### config.mk
export PLATFORM = sky130hd
export DESIGN_NAME = igfsh_top
export DESIGN_NICKNAME = d
export VERILOG_FILES = /design/src/common/igfsh_pkg.sv /design/src/common/igfsh_line_if.sv /design/src/hdl/igfsh_glitch_filter.sv /design/src/hdl/igfsh_bus_watch.sv /design/src/hdl/igfsh_top.sv
export VERILOG_INCLUDE_DIRS = /design/src /design/src/common
export SDC_FILE = /design/constraint.sdc
export NUM_CORES = 1
export LEC_CHECK = 0
export BUFFER_PORTS_ARGS = -buffer_cell sky130_fd_sc_hd__buf_2
export CAP_MARGIN = 20
export CORE_AREA = 5 5 84 94
export DETAILED_ROUTE_END_ITERATION = 10
export DIE_AREA = 0 0 89 99
export PLACE_DENSITY = 0.65
export REMOVE_ABC_BUFFERS = 1
export SETUP_SLACK_MARGIN = 0.3
export SLEW_MARGIN = 5
export SYNTH_ARGS = -nofsm -noshare
export SYNTH_HDL_FRONTEND = slang
export SYNTH_SLANG_ARGS = --single-unit
### constraint.sdc
create_clock -name pclk -period 2.56 [get_ports pclk]
set_input_delay 0.256 -clock pclk [delete_from_list [all_inputs] [get_ports pclk]]
set_output_delay 0.256 -clock pclk [all_outputs]
set_load 0.005 [all_outputs]
### src/common/igfsh_defines.svh
// constant names for the glitch filter and stop holdoff block
// Function
// - holdoff enabled delays stop grant during bytes
// - finish current byte, then grant stop request
// - idle or disabled controller grants stop immediately
// - holdoff disabled never gates stop entry
// - pending complete interrupt raised after wake
// - bus stop condition sets stop flag
// - stop flag clears only on written one
// - stop interrupt enable gates stop interrupt
// - stop flag left set re-raises interrupt flag
// - five-bit factor sets suppressed glitch width
// - factor zero bypasses, 1..31 filter cycles
`ifndef IGFSH_DEFINES_SVH
`define IGFSH_DEFINES_SVH
// register indices, byte address is four times the index
`define IGFSH_IDX_CTRL 6'h00
`define IGFSH_IDX_STAT 6'h01
`define IGFSH_IDX_MASK 6'h02
`define IGFSH_IDX_GFS 6'h06
// filter and stop control register fields
`define IGFSH_GFS_HOLD_EN 7
`define IGFSH_GFS_STOP_SEEN 6
`define IGFSH_GFS_STOP_IE 5
`define IGFSH_GFS_FAC_HI 4
`define IGFSH_GFS_FAC_LO 0
// control register fields
`define IGFSH_CTRL_IRQ_EN 0
`define IGFSH_CTRL_ENABLE 1
// status and mask register fields
`define IGFSH_STAT_IRQF 0
`define IGFSH_STAT_XFER 1
`define IGFSH_STAT_ACK 2
`define IGFSH_STAT_BUSY 3
// reset values
`define IGFSH_FAC_RST 5'h00
`define IGFSH_MASK_RST 2'h0
`define IGFSH_LINE_RST 2'h3
// serial clocks per byte, eight data and one acknowledge
`define IGFSH_BITS_PER_BYTE 4'h9
`endif

### src/common/igfsh_pkg.sv
// shared types of the glitch filter and stop holdoff block
package igfsh_pkg;
  // stop request handshake, idle and acked differ in both bits
  typedef enum logic [1:0] {
    IGFSH_IDLE = 2'b00,
    IGFSH_WAIT = 2'b01,
    IGFSH_ACKED = 2'b11
  } igfsh_hold_t;
  // all state of the top module
  typedef struct packed {
    logic stop_holdoff_en;
    logic bus_stop_seen_flag;
    logic bus_stop_irq_en;
    logic [4:0] glitch_width_factor;
    logic ctrl_irq_en;
    logic ctrl_enable;
    logic ctrl_irq_flag;
    logic xfer_complete_flag;
    logic [1:0] mask;
    igfsh_hold_t hold;
    logic irq;
    logic [31:0] prdata;
    logic pslverr;
  } igfsh_core_t;
endpackage

### src/common/igfsh_line_if.sv
// filtered bus lines and bus events passed between block modules
`timescale 1ns/100ps
interface igfsh_line_if;
  logic [1:0] line;   // bit 0 serial clock, bit 1 serial data
  logic stop_seen;    // one-cycle pulse per stop condition
  logic byte_done;    // one-cycle pulse at end of byte
  logic byte_busy;    // a byte is on the wire
  modport filt (output line);
  modport watch (input line, output stop_seen, byte_done, byte_busy);
  modport core (input line, stop_seen, byte_done, byte_busy);
endinterface

### src/hdl/igfsh_glitch_filter.sv
// programmable glitch filter for the serial clock and data inputs
`timescale 1ns/100ps
`include "igfsh_defines.svh"
module igfsh_glitch_filter #(
  parameter int LINES = 2,
  parameter int CW = 5
) (
  // clock and reset
  input wire logic pclk,
  input wire logic presetn,
  // raw pins and width setting
  input wire logic [LINES-1:0] pin_in,
  input wire logic [CW-1:0] factor,
  // filtered lines
  igfsh_line_if.filt lines
);
  // refuse shapes the line carrier cannot hold
  if (LINES != 2 || CW < 1) begin : g_check
    $error("igfsh_glitch_filter: unsupported LINES or CW");
  end
  // all filter state
  typedef struct packed {
    logic [LINES-1:0] meta;
    logic [LINES-1:0] sync;
    logic [LINES-1:0] out;
    logic [LINES-1:0][CW-1:0] cnt;
  } igfsh_filt_t;
  igfsh_filt_t cur, next_cur;
  // each line filtered alike and on its own
  always_comb begin
    next_cur = cur;
    next_cur.meta = pin_in;
    next_cur.sync = cur.meta;
    for (int i = 0; i < LINES; i++) begin
      if (cur.sync[i] == cur.out[i]) begin
        next_cur.cnt[i] = '0;
      end else if (factor == '0 || cur.cnt[i] >= factor) begin
        // bypass, or level held longer than factor cycles
        next_cur.out[i] = cur.sync[i];
        next_cur.cnt[i] = '0;
      end else begin
        next_cur.cnt[i] = cur.cnt[i] + 1'b1;
      end
    end
  end
  // state register, lines idle high
  always_ff @(posedge pclk or negedge presetn) begin
    if (!presetn) begin
      cur <= '{meta: `IGFSH_LINE_RST, sync: `IGFSH_LINE_RST, out: `IGFSH_LINE_RST, cnt: '0};
    end else begin
      cur <= next_cur;
    end
  end
  assign lines.line = cur.out;
endmodule // igfsh_glitch_filter

### src/hdl/igfsh_bus_watch.sv
// start, stop and byte progress detection on the filtered lines
`timescale 1ns/100ps
`include "igfsh_defines.svh"
module igfsh_bus_watch (
  // clock and reset
  input wire logic pclk,
  input wire logic presetn,
  // filtered lines in, events out
  igfsh_line_if.watch lines
);
  // all watcher state
  typedef struct packed {
    logic [1:0] prev;
    logic in_frame;
    logic [3:0] bits;
    logic stop_p;
    logic done_p;
  } igfsh_watch_t;
  igfsh_watch_t cur, next_cur;
  logic scl, sda;
  assign scl = lines.line[0];
  assign sda = lines.line[1];
  // edge and condition detection
  always_comb begin
    next_cur = cur;
    next_cur.prev = lines.line;
    next_cur.stop_p = 1'b0;
    next_cur.done_p = 1'b0;
    if (scl && cur.prev[0] && !sda && cur.prev[1]) begin
      // start or repeated start
      next_cur.in_frame = 1'b1;
      next_cur.bits = '0;
    end else if (scl && cur.prev[0] && sda && !cur.prev[1]) begin
      // stop condition
      next_cur.in_frame = 1'b0;
      next_cur.bits = '0;
      next_cur.stop_p = 1'b1;
    end else if (cur.in_frame && scl && !cur.prev[0]) begin
      next_cur.bits = cur.bits + 1'b1;
    end else if (!scl && cur.prev[0] && cur.bits == `IGFSH_BITS_PER_BYTE) begin
      // acknowledge clock ended, byte finished
      next_cur.bits = '0;
      next_cur.done_p = 1'b1;
    end
  end
  // state register
  always_ff @(posedge pclk or negedge presetn) begin
    if (!presetn) begin
      cur <= '{prev: `IGFSH_LINE_RST, in_frame: 1'b0, bits: '0, stop_p: 1'b0, done_p: 1'b0};
    end else begin
      cur <= next_cur;
    end
  end
  assign lines.stop_seen = cur.stop_p;
  assign lines.byte_done = cur.done_p;
  assign lines.byte_busy = (cur.bits != '0);
endmodule // igfsh_bus_watch

### src/hdl/igfsh_top.sv
// glitch filter, stop holdoff and stop detect block with apb registers
`timescale 1ns/100ps
`include "igfsh_defines.svh"
module igfsh_top (
  // clock and reset
  input wire logic pclk,
  input wire logic presetn,
  // apb slave
  input wire logic [7:0] paddr,
  input wire logic psel,
  input wire logic penable,
  input wire logic pwrite,
  input wire logic [31:0] pwdata,
  input wire logic [3:0] pstrb,
  output logic [31:0] prdata,
  output logic pready,
  output logic pslverr,
  // two-wire bus pins, input side only
  input wire logic scl_in,
  input wire logic sda_in,
  // filtered lines for the rest of the controller
  output logic scl_filt,
  output logic sda_filt,
  // low-power handshake
  input wire logic stop_req,
  output logic stop_ack,
  // controller flags and interrupt
  output logic ctrl_irq_en,
  output logic xfer_complete_flag,
  output logic ctrl_irq_flag,
  output logic irq
);

  // ==========================================================
  // address decoding
  // ==========================================================

  // one decode shared by read and write
  function automatic logic [3:0] igfsh_decode(input logic [7:0] addr);
    logic [3:0] hit;
    hit = 4'h0;
    if (addr[1:0] != 2'h0) begin
      hit = 4'h0;  // misaligned, unmapped
    end else if (addr[7:2] == `IGFSH_IDX_CTRL) begin
      hit = 4'h1;
    end else if (addr[7:2] == `IGFSH_IDX_STAT) begin
      hit = 4'h2;
    end else if (addr[7:2] == `IGFSH_IDX_MASK) begin
      hit = 4'h4;
    end else if (addr[7:2] == `IGFSH_IDX_GFS) begin
      hit = 4'h8;
    end
    return hit;
  endfunction

  // ==========================================================
  // submodules
  // ==========================================================

  igfsh_line_if lines ();  // filtered lines and bus events

  igfsh_pkg::igfsh_core_t cur;       // registered state
  igfsh_pkg::igfsh_core_t next_cur;  // next state

  // glitch filter on both lines
  igfsh_glitch_filter #(
    .LINES(2),
    .CW(5)
  ) u_filter (
    .pclk(pclk),
    .presetn(presetn),
    .pin_in({sda_in, scl_in}),
    .factor(cur.glitch_width_factor),
    .lines(lines.filt)
  );

  // start, stop and byte tracking
  igfsh_bus_watch u_watch (
    .pclk(pclk),
    .presetn(presetn),
    .lines(lines.watch)
  );

  // ==========================================================
  // apb phase decoding
  // ==========================================================

  logic [3:0] hit;     // decoded register select
  logic setup_ph;      // first cycle of a transfer
  logic wr_access;     // write takes effect on this edge
  logic wr_lane0;      // low byte lane written
  logic [7:0] wbyte;   // low byte of write data
  logic busy;          // byte on the wire
  logic grant;         // stop request may be acknowledged
  logic [3:0] stat_rd; // status read view

  assign hit = igfsh_decode(paddr);
  assign setup_ph = psel && !penable;
  assign wr_access = psel && penable && pwrite;
  assign wr_lane0 = wr_access && pstrb[0];
  assign wbyte = pwdata[7:0];
  assign busy = lines.byte_busy;

  // ==========================================================
  // stop mode handshake
  // ==========================================================

  // grant when holdoff is off, or the bus is between bytes
  always_comb begin
    if (!cur.stop_holdoff_en) begin
      grant = 1'b1;                  // never gated
    end else if (cur.hold == igfsh_pkg::IGFSH_ACKED) begin
      grant = 1'b1;                  // stays granted until released
    end else if (!cur.ctrl_enable || !busy) begin
      grant = 1'b1;                  // idle, disabled or byte done
    end else begin
      grant = 1'b0;                  // byte in progress, hold off
    end
  end

  // acknowledge follows the request once granted
  assign stop_ack = stop_req && grant;

  // status view shared by read data
  assign stat_rd = {busy, stop_ack, cur.xfer_complete_flag, cur.ctrl_irq_flag};

  // ==========================================================
  // next state
  // ==========================================================

  always_comb begin
    next_cur = cur;

    // handshake state machine
    case (cur.hold)
      igfsh_pkg::IGFSH_IDLE: begin
        if (stop_req && grant) begin
          next_cur.hold = igfsh_pkg::IGFSH_ACKED;
        end else if (stop_req) begin
          next_cur.hold = igfsh_pkg::IGFSH_WAIT;
        end
      end
      igfsh_pkg::IGFSH_WAIT: begin
        if (!stop_req) begin
          next_cur.hold = igfsh_pkg::IGFSH_IDLE;  // request withdrawn
        end else if (grant) begin
          next_cur.hold = igfsh_pkg::IGFSH_ACKED;  // byte finished
        end
      end
      igfsh_pkg::IGFSH_ACKED: begin
        if (!stop_req) begin
          next_cur.hold = igfsh_pkg::IGFSH_IDLE;  // woken
        end
      end
      default: begin
        next_cur.hold = igfsh_pkg::IGFSH_IDLE;
      end
    endcase

    // register writes, one-to-clear before hardware sets
    if (wr_lane0) begin
      if (hit[0]) begin
        next_cur.ctrl_irq_en = wbyte[`IGFSH_CTRL_IRQ_EN];
        next_cur.ctrl_enable = wbyte[`IGFSH_CTRL_ENABLE];
      end else if (hit[1]) begin
        if (wbyte[`IGFSH_STAT_IRQF]) begin
          next_cur.ctrl_irq_flag = 1'b0;
        end
        if (wbyte[`IGFSH_STAT_XFER]) begin
          next_cur.xfer_complete_flag = 1'b0;
        end
      end else if (hit[2]) begin
        next_cur.mask = wbyte[`IGFSH_STAT_XFER:`IGFSH_STAT_IRQF];
      end else if (hit[3]) begin
        next_cur.stop_holdoff_en = wbyte[`IGFSH_GFS_HOLD_EN];
        next_cur.bus_stop_irq_en = wbyte[`IGFSH_GFS_STOP_IE];
        next_cur.glitch_width_factor = wbyte[`IGFSH_GFS_FAC_HI:`IGFSH_GFS_FAC_LO];
        if (wbyte[`IGFSH_GFS_STOP_SEEN]) begin
          next_cur.bus_stop_seen_flag = 1'b0;  // a zero leaves it
        end
      end
    end

    // hardware sets win over a clear in the same cycle
    if (lines.stop_seen) begin
      next_cur.bus_stop_seen_flag = 1'b1;
    end
    if (lines.byte_done) begin
      next_cur.xfer_complete_flag = 1'b1;
      if (cur.ctrl_irq_en) begin
        next_cur.ctrl_irq_flag = 1'b1;
      end
    end

    // a stop flag still set keeps raising the interrupt flag
    if (cur.bus_stop_seen_flag && cur.bus_stop_irq_en) begin
      next_cur.ctrl_irq_flag = 1'b1;
    end

    // on wake, deliver a completion pending from before stop
    if (cur.hold == igfsh_pkg::IGFSH_ACKED && !stop_req) begin
      if (cur.ctrl_irq_en && cur.xfer_complete_flag) begin
        next_cur.ctrl_irq_flag = 1'b1;
      end
    end

    // interrupt line from unmasked status
    next_cur.irq = |({cur.xfer_complete_flag, cur.ctrl_irq_flag} & cur.mask);

    // read data and error captured in the setup cycle
    if (setup_ph) begin
      next_cur.prdata = 32'h0000_0000;
      next_cur.pslverr = 1'b0;
      if (hit[0]) begin
        next_cur.prdata[`IGFSH_CTRL_IRQ_EN] = cur.ctrl_irq_en;
        next_cur.prdata[`IGFSH_CTRL_ENABLE] = cur.ctrl_enable;
      end else if (hit[1]) begin
        next_cur.prdata[`IGFSH_STAT_BUSY:`IGFSH_STAT_IRQF] = stat_rd;
      end else if (hit[2]) begin
        next_cur.prdata[`IGFSH_STAT_XFER:`IGFSH_STAT_IRQF] = cur.mask;
      end else if (hit[3]) begin
        next_cur.prdata[`IGFSH_GFS_HOLD_EN] = cur.stop_holdoff_en;
        next_cur.prdata[`IGFSH_GFS_STOP_SEEN] = cur.bus_stop_seen_flag;
        next_cur.prdata[`IGFSH_GFS_STOP_IE] = cur.bus_stop_irq_en;
        next_cur.prdata[`IGFSH_GFS_FAC_HI:`IGFSH_GFS_FAC_LO] = cur.glitch_width_factor;
      end else begin
        next_cur.pslverr = 1'b1;  // unmapped address
      end
    end
  end

  // ==========================================================
  // state register
  // ==========================================================

  always_ff @(posedge pclk or negedge presetn) begin
    if (!presetn) begin
      cur <= '{
        stop_holdoff_en: 1'b0,
        bus_stop_seen_flag: 1'b0,
        bus_stop_irq_en: 1'b0,
        glitch_width_factor: `IGFSH_FAC_RST,
        ctrl_irq_en: 1'b0,
        ctrl_enable: 1'b0,
        ctrl_irq_flag: 1'b0,
        xfer_complete_flag: 1'b0,
        mask: `IGFSH_MASK_RST,
        hold: igfsh_pkg::IGFSH_IDLE,
        irq: 1'b0,
        prdata: 32'h0000_0000,
        pslverr: 1'b0
      };
    end else begin
      cur <= next_cur;
    end
  end

  // ==========================================================
  // outputs
  // ==========================================================

  assign pready = 1'b1;  // every access completes without wait
  assign prdata = cur.prdata;
  assign pslverr = cur.pslverr;
  assign scl_filt = lines.line[0];
  assign sda_filt = lines.line[1];
  assign ctrl_irq_en = cur.ctrl_irq_en;
  assign xfer_complete_flag = cur.xfer_complete_flag;
  assign ctrl_irq_flag = cur.ctrl_irq_flag;
  assign irq = cur.irq;

endmodule // igfsh_top

# Word level (Yosys, flattened, before mapping)
# Index checks and enable logic that the tools add are counted.
# op_classes
mux,58
n_lt_le_gt_ge,2
eq_ne,15
addsub,3
bitwise_logic,6
n_reduce_logical,50
# ops
operator,count
$mux 4,11
$mux 7,4
$mux 2,13
$mux 5,5
$mux 1,20
$logic_and 1x1->1,17
$reduce_bool 2->1,8
$mux 13,1
$mux 6,2
$add 5x1->5 const B,2
$ge 5x5->1,2
$logic_not 1->1,8
$mux 8,1
$ne 2x1->1 const B,4
$reduce_and 4->1,2
$reduce_bool 4->1,2
$eq 6x1->1 const B,1
$eq 6x2->1 const B,1
$eq 6x3->1 const B,1
$logic_not 6->1,1
$ne 3x3->1 const B,2
$pmux 2 s3,1
$reduce_and 2->1,3
$reduce_and 6->1,1
other kinds (14),21
# totals
word_cells,158
ff_bits,51
in_bits,52

# Logic depth before layout (Yosys ltp)
# Gate-level depths: netlist (run 1).
# depth
ltp_word,16
mapped_depth,6

# By module
# From an unflattened synthesis (run 1), not the netlist that was laid out.
# hier_totals
hier_cells,257
hier_area_um2,2805.2
# modules_own_cells
mod,instances,seq_area_each_um2,area_each_um2,cells_per_inst
igfsh_top,1,650.6,1470.2,134
igfsh_glitch_filter,1,407.9,853.3,78
igfsh_bus_watch,1,227.7,481.7,45

# Worst setup path after synthesis (run 1)
# Ideal clock, no wire load.
# synth_timing
path_type,input -> register
startpoint,input paddr[6]
endpoint,register cur[36] in the netlist's numbering
stages,4
arrival_ns,1.721
setup_time_ns,0.125
t_required_ns,2.435
path_buffers,0
slack_ns,0.714
path_cell_list,or4_4 > or3_1 > nor3_2 > mux2_2
# synth_via
elab_chain_len,7
word_cells_on_any_way,10
classes_between,eq/ne: 2; mux: 4; bitwise: 2; reduce/logical: 2
# synth_rtl
element,line_no,source
"start, declared",igfsh_top.sv:9,"input wire logic [7:0] paddr,"
$eq 6x2->1 (no source line),n/a,
$mux 4,igfsh_top.sv:48,end else if (addr[7:2] == `IGFSH_IDX_MASK) begin
$mux 4,igfsh_top.sv:46,end else if (addr[7:2] == `IGFSH_IDX_STAT) begin
$mux 4 (*),igfsh_top.sv:44,end else if (addr[7:2] == `IGFSH_IDX_CTRL) begin
$mux 4 (*),igfsh_top.sv:42,if (addr[1:0] != 2'h0) begin
$not 1->1 (no source line),n/a,
$reduce_and 4->1 (no source line) (*),n/a,
"end signal, assigned",igfsh_top.sv:238,cur <= '{
"end signal, assigned",igfsh_top.sv:254,cur <= next_cur;
"end, declared",igfsh_top.sv:62,igfsh_pkg::igfsh_core_t cur;
# Mark *: on every way between the ends. The rest lies on a longest branch, timed or not.
# A chain may end at the register's enable or synchronous reset.

# Final worst setup path (run 1)
# layout_timing
startpoint,register u_watch.cur[3] in the netlist's numbering
endpoint,output stop_ack
# layout_via
elab_chain_len,7
# layout_rtl
element,line_no,source
"start, declared",igfsh_bus_watch.sv:19,"igfsh_watch_t cur, next_cur;"
"start signal, assigned",igfsh_bus_watch.sv:49,"cur <= '{prev: `IGFSH_LINE_RST, in_frame: 1'b0, bits: '0, stop_p: 1'b0, done_p: 1'b0};"
"start signal, assigned",igfsh_bus_watch.sv:51,cur <= next_cur;
$reduce_bool 4->1,igfsh_bus_watch.sv:56,assign lines.byte_busy = (cur.bits != '0);
$logic_not 1->1,igfsh_top.sv:114,end else if (!cur.ctrl_enable || !busy) begin
$logic_or 1x1->1,igfsh_top.sv:114,
$mux 1,igfsh_top.sv:114,
$mux 1,igfsh_top.sv:112,end else if (cur.hold == igfsh_pkg::IGFSH_ACKED) begin
$mux 1,igfsh_top.sv:110,if (!cur.stop_holdoff_en) begin
$logic_and 1x1->1,igfsh_top.sv:122,assign stop_ack = stop_req && grant;
"end, declared",igfsh_top.sv:26,"output logic stop_ack,"
# Every way passes these cells.

==> results of run 1 <==
flip-flops by register name (all words and copies together) (netlist names), 2 cells and up:
register / cells
prdata: 8
cur: 13
u_filter.lines.line: 2
u_watch.cur: 7
u_filter.cur: 14
worst max-delay path by stage:
| stage | start | endpoint | slack [ns] | cells past startpoint |
|---|---|---|---|---|
| floorplan | paddr[6] | cur[42]$_DFFE_PN0P_ | 0.57 | 3 |
| global placement | cur[42]$_DFFE_PN0P_ | u_filter.lines.line[0]$_DFFE_PN1P_ | 0.52 | 5 |
| detailed placement | cur[42]$_DFFE_PN0P_ | u_filter.lines.line[0]$_DFFE_PN1P_ | 0.46 | 5 |
| CTS | cur[42]$_DFFE_PN0P_ | u_filter.lines.line[0]$_DFFE_PN1P_ | 0.45 | 5 |
| global route | cur[42]$_DFFE_PN0P_ | u_filter.cur[8]$_DFF_PN0_ | 0.38 | 5 |
| finish | u_watch.cur[3]$_DFFE_PN0P_ | stop_ack | 0.50 | 6 |
critical path, cell delays in order, from the launching register on:
cell and delay, ns:
dfrtp_1 0.42, inv_1 0.10, ha_1 0.13, or3b_2 0.48
nand4_1 0.14, and2_1 0.13, buf_2 0.10
repair_timing:
| item | CTS | global route |
|---|---|---|
| hold buffers | 0 | 1 |
| resized for setup | 0 | 2 |
| endpoints found under the hold margin | 0 | 8 |
| setup endpoints to repair | 0 | 7 |
| buffers inserted | 0 | 0 |
layer usage:
layer	global-route usage, %	vias up	share of wire, %
met3	2.76	8	5.8
met2	19.6	44	49
met5	0	-	0
li1	-	892	-
met4	3.89	0	1.7
met1	15.8	862	43
power breakdown:
| group | leakage [uW] | internal [uW] | switching, uW |
|---|---|---|---|
| clock network | 0.0000515 | 247 | 251 |
| registers | 0.000652 | 825 | 13.7 |
| logic | 0.000786 | 44.3 | 66.1 |
| total | 0.00149 | 1120 | 330 |
cell type report:
cell class,instances,area [um2]
clock buffers,8,100
fillers,677,3890
inverters,13,48.8
multi-input cells,171,1160
flip-flops and latches,51,1290
well taps,85,106
repair buffers,45,253
cell families after synthesis:
family                     after synthesis  share of synthesized area [%]
muxes                                   11                           4.58
AOI/OAI and AO/OA                       47                           12.2
other                                    2                          0.281
and+or+nand+nor                         63                           12.8
DFF                                     51                           48.1
adders and majority gates               15                           7.02
buffers and inverters                   50                           11.8
xor gates and xnor gates                10                           3.27
placed cells by master (no fill, tap or decap), drive strengths merged, types with 10 or more instances in the layout:
cell type,n
inv,13
o21ai,15
nor2,14
conb,25
mux2,10
buf,44
nand2,16
dfrtp,43
ha,15
through the flow:
step | worst slack [ns] | cell area (um2) | util [%] | hold WS (ns) | cells
floorplan | 0.575 | 2490 | - | -0.0396 | 235
global placement | 0.517 | 2820 | 41.2 | 0.346 | 363
detailed placement | 0.458 | 2820 | 41.2 | 0.347 | 363
CTS | 0.449 | 2920 | 42.7 | 0.0366 | 371
global route | 0.378 | 2960 | 43.2 | 0.0307 | 373
finish | 0.496 | 2960 | 43.2 | 0.0531 | 373
==> metrics.cfg, run 1 <==
[run_status]
status=finished, final reports clean

[worst_setup_path]
timing.rr.end=u_filter.lines.line[0]$_DFFE_PN1P_
critPathRequiredTime_ns=2.30
crit_fanout=4
r2r_cells=5
end_kind=output port
criticalPathCategory=reg2out
start_kind=flip-flop
rrSetupSlack_ns=0.58
cp.arrival_ns=1.81
timing.rr.start=cur[42]$_DFFE_PN0P_

[power]
ir_worst_vdd_mv=0.192
p_total_uw=1450
powerDensity_nw_per_um2=489
power_leakage_uw=0.00149

[cts]
cts_buffers=5
clkSinkCount=51
tritoncts=yes
clock_latency_ns=0.30
cts_max_path_buffers=2
cts-root-buf=clkbuf_8
path_clk_slew_ns=0.08
htreeDepth=2

[global_route]
grt_pass1_wl_mm=8.49
grt_max_degree=47
global_route.overflow_total=0
antenna_found_initial=0
grt_pass1_vias=1816
grt_usage_pct=12.1

[logic_synthesis]
synth_cell_types=46
synth.most_common_cell=dfrtp_1
ys_top_cells_by_area=dfrtp_1, buf_4, dfstp_2
synth_area_leader_cell=dfrtp_1
synth_flop_cell=dfrtp_1
syn_inst=249
synth_area_um2=2680
synth-edff-count=0
yosysSeqAreaShare_pct=48.1
syn_area_per_cell_um2=10.7
yosys-top-cells-count=dfrtp_1, buf_4, nand2_1, ha_1, o21ai_0
synthArstFlopShare_pct=100
synth_top_area_share_pct=40.2
ys_warn_count=0
synth-seq-cells=51

[sta]
fin_crit_sh_pct=80.6
fmax_ghz=0.485
rsz0062_at_grt=false
tns_ns=0
hold_viol=0
setup_viol=0
fin_worst_skew_ns=0.00715
finalCriticalPeriod_ns=2.06
maxSlewViolCount=0

[placed_design]
io_buffers=40
post-dp-hpwl_mm=3.91
place_congestion=0.783

[drt]
vias_per_cell=4.84
antenna_left=0
dr.pass1.iters=4
drt_iter0_markers=57
drcViolationCount=0
wl_per_cell_um=13.5
wl_mm=5.03
vias=1806

[floorplanning]
rows=32
io-pin-count=93
core_area_um2=6850
die_w_um=89
die-area_um2=8810
initial_core_util_pct=39.1
die_y_um=99

[worst_hold_path]
hold_start=sda_in
min_path_type=in2reg
holdPathEnd=u_filter.cur[15]$_DFF_PN1_
holdPathStages=1

[job]
cap_violations=0

[finish]
fin_nets=354
area_delta_synth_final_pct=10.5
antennaDiodeCount=0
layout-drive-gt1-share_pct=25.3

(Power assumes the default switching activity.)
==> inputs of run 2 (changes only) <==
ABC_AREA = 1   (was default)
CORE_AREA = 5 5 86 96   (was 5 5 84 94)
DIE_AREA = 0 0 91 101   (was 0 0 89 99)
PLACE_DENSITY = default   (was 0.65)
clock period = 2.04 ns   (was 2.56 ns; I/O delays follow)
==> run 2 against run 1 <==
Clock skew is 0.0022 ns lower; die area increased by 4.3%; first-iteration DRC count grew 89%; combinational power rose by 36%; largest power group unchanged; highest routed layer unchanged.
==> metrics.cfg, run 2 <==
[finish]
fin_nets=443
regArea_um2=1290
largest_register_ffs=14
final_common_cell=nand2_1
multi_input_comb_area_um2=1220
final_cells=464
layout-drive-gt1-share_pct=18.6
antennaDiodeCount=0
largest_register=u_filter.cur
area_delta_synth_final_pct=11.6
final_cell_area_um2=3130
layout_common_cells=nand2_1, dfrtp_1, buf_2
fillers=731

[drt]
antenna_left=0
wl_mm=5.61
vias_per_cell=4.66
wl_per_cell_um=12.1
vias=2160
dr.pass1.iters=4
drt_iter0_markers=108
drcViolationCount=0

[logic_synthesis]
ys_warn_count=0
synth-edff-count=0
synth_area_leader_cell=dfrtp_1
syn_area_per_cell_um2=8.39
synth.most_common_cell=nand2_1
synth_area_um2=2800
yosys-top-cells-count=nand2_1, dfrtp_1, inv_1, buf_4, nor2_1
synth_flop_cell=dfrtp_1
ys_top_cells_by_area=dfrtp_1, nand2_1, buf_4
syn_inst=334
yosysSeqAreaShare_pct=45.9
synth_cell_types=24
synth_top_area_share_pct=38.4
synth-seq-cells=51
synthArstFlopShare_pct=100

[worst_setup_path]
crit_chain=ha_1, nand2_1, nand2_1, nand3_1, nand2_1, nor2_2, nand4_1, nor2_1
start_kind=flip-flop
critPathMostFrequentCell=nand2_1
criticalPathCategory=reg2reg
timing.rr.end=u_filter.cur[2]$_DFF_PN0_
r2r_cells=8
slowest_delay_ns=0.44
cpMaxStageDelayCell=dfrtp_1
crit_fanout=5
cp.arrival_ns=1.83
end_kind=flip-flop
timing.rr.start=u_filter.cur[2]$_DFF_PN0_
critPathRequiredTime_ns=2.27
rrSetupSlack_ns=0.45

[placed_design]
io_buffers=40
post-dp-hpwl_mm=4.42
place_congestion=0.854
dp_cells=451
place_area_um2=2950

[floorplanning]
initial_core_util_pct=38.8
io-pin-count=93
die_y_um=101
core_area_um2=7230
rows=33
die-area_um2=9190
die_w_um=91

[cts]
tritoncts=yes
cts-root-buf=clkbuf_8
cts_buffers=5
clkSinkCount=51
clock_latency_ns=0.30
htreeDepth=2
cts_max_path_buffers=2
path_clk_slew_ns=0.09

[worst_hold_path]
holdPathStages=3
holdPathEnd=cur[47]$_DFFE_PN0P_
min_path_type=in2reg
hold_start=pwdata[5]

[power]
p_total_uw=1840
power_leakage_uw=0.00170
powerDensity_nw_per_um2=588
ir_worst_vdd_mv=0.334

[sta]
fin_crit_sh_pct=78.0
hold_viol=0
rsz0062_at_grt=false
fin_worst_skew_ns=0.00496
finalCriticalPeriod_ns=1.59
worst-slew-pin-transition_ns=0.564
tns_ns=0
fmax_ghz=0.628
slew_headroom_pct=62.4
setup_viol=0
maxSlewViolCount=0

[global_route]
grt_max_degree=26
antenna_found_initial=0
grt_usage_pct=12.7
global_route.overflow_total=0
grt_pass1_vias=2092
grt_pass1_wl_mm=9.45

[run_status]
status=finished, final reports clean

[job]
cap_violations=0

run 2: changes by cell type after synthesis, moves of 4 or more:
cell | previous run | this run
a21oi_1 | 4 | 8
nand3_1 | 6 | 21
nand4_1 | 3 | 15
nand2_1 | 16 | 82
inv_1 | 13 | 40
a22o_1 | 8 | 1
mux2_2 | 10 | 0
nand2b_1 | 4 | 0
nor2_1 | 14 | 30
run 2: per-layer routing:
| layer | wire length [um] | GRT usage, % | vias to the layer above |
|---|---|---|---|
| li1 | - | - | 1095 |
| met4 | 131 | 5.53 | 0 |
| met3 | 314 | 3.06 | 12 |
| met5 | 0 | 0 | - |
| met1 | 2460 | 15.4 | 996 |
| met2 | 2700 | 21.3 | 57 |
run 2: worst max-delay path by stage:
stage                              startpoint                        end  slack, ns  depth (start not counted)
floorplan                 cur[46]$_DFFE_PN0P_  u_filter.cur[5]$_DFF_PN0_       0.63                          7
finish              u_filter.cur[2]$_DFF_PN0_  u_filter.cur[2]$_DFF_PN0_       0.45                          8
global placement          cur[46]$_DFFE_PN0P_  u_filter.cur[8]$_DFF_PN0_       0.39                          7
detailed placement        cur[46]$_DFFE_PN0P_  u_filter.cur[2]$_DFF_PN0_       0.37                          7
global route              cur[44]$_DFFE_PN0P_  u_filter.cur[8]$_DFF_PN0_       0.29                          9
CTS                       cur[44]$_DFFE_PN0P_  u_filter.cur[2]$_DFF_PN0_       0.34                          9
run 2: worst max-delay path, delay by kind of cell, from the launching register on:
kind | cells | cell delay [ns]
AND/OR/NAND/NOR | 7 | 0.76
flip-flops | 1 | 0.44
adder cells (fa/ha/maj) | 1 | 0.33
run 2: power breakdown:
| group | internal, uW | switching, uW | leakage, uW |
|---|---|---|---|
| combinational | 55.9 | 94.2 | 0.00102 |
| sequential | 1040 | 19.4 | 0.000635 |
| clock | 310 | 323 | 0.0000515 |
| total | 1400 | 436 | 0.00170 |
run 2: cells by family after synthesis:
group | count (synthesis) | synth area share [%]
AO/OA/AOI/OAI | 26 | 5.09
buffers and inverters | 75 | 14.7
AND/OR/NAND/NOR | 156 | 24.5
XOR/XNOR | 9 | 2.81
adder cells (fa/ha/maj) | 15 | 6.70
flip-flops | 51 | 45.9
other | 2 | 0.268
run 2: final cells by class:
class / count / share of cell area [%]
multi-input combinational: 231 / 39.0
clock buffer: 8 / 3.20
timing repair buffer: 47 / 8.32
tap: 87 / 3.48
sequential: 51 / 41.2
inverter: 40 / 4.80
run 2: stage by stage:
step                hold slack, ns  util, %  worst slack, ns
floorplan                  -0.0916        -            0.630
global placement             0.230     40.8            0.390
detailed placement           0.237     40.8            0.373
CTS                         0.0812     42.6            0.344
global route                0.0948     43.3            0.290
finish                      0.0935     43.3            0.449
run 2: timing repair:
action	CTS	global route
endpoints found under the hold margin	21	0
hold buffers	3	0
setup endpoints to repair	0	11
setup buffers	0	2
resized for setup	0	7
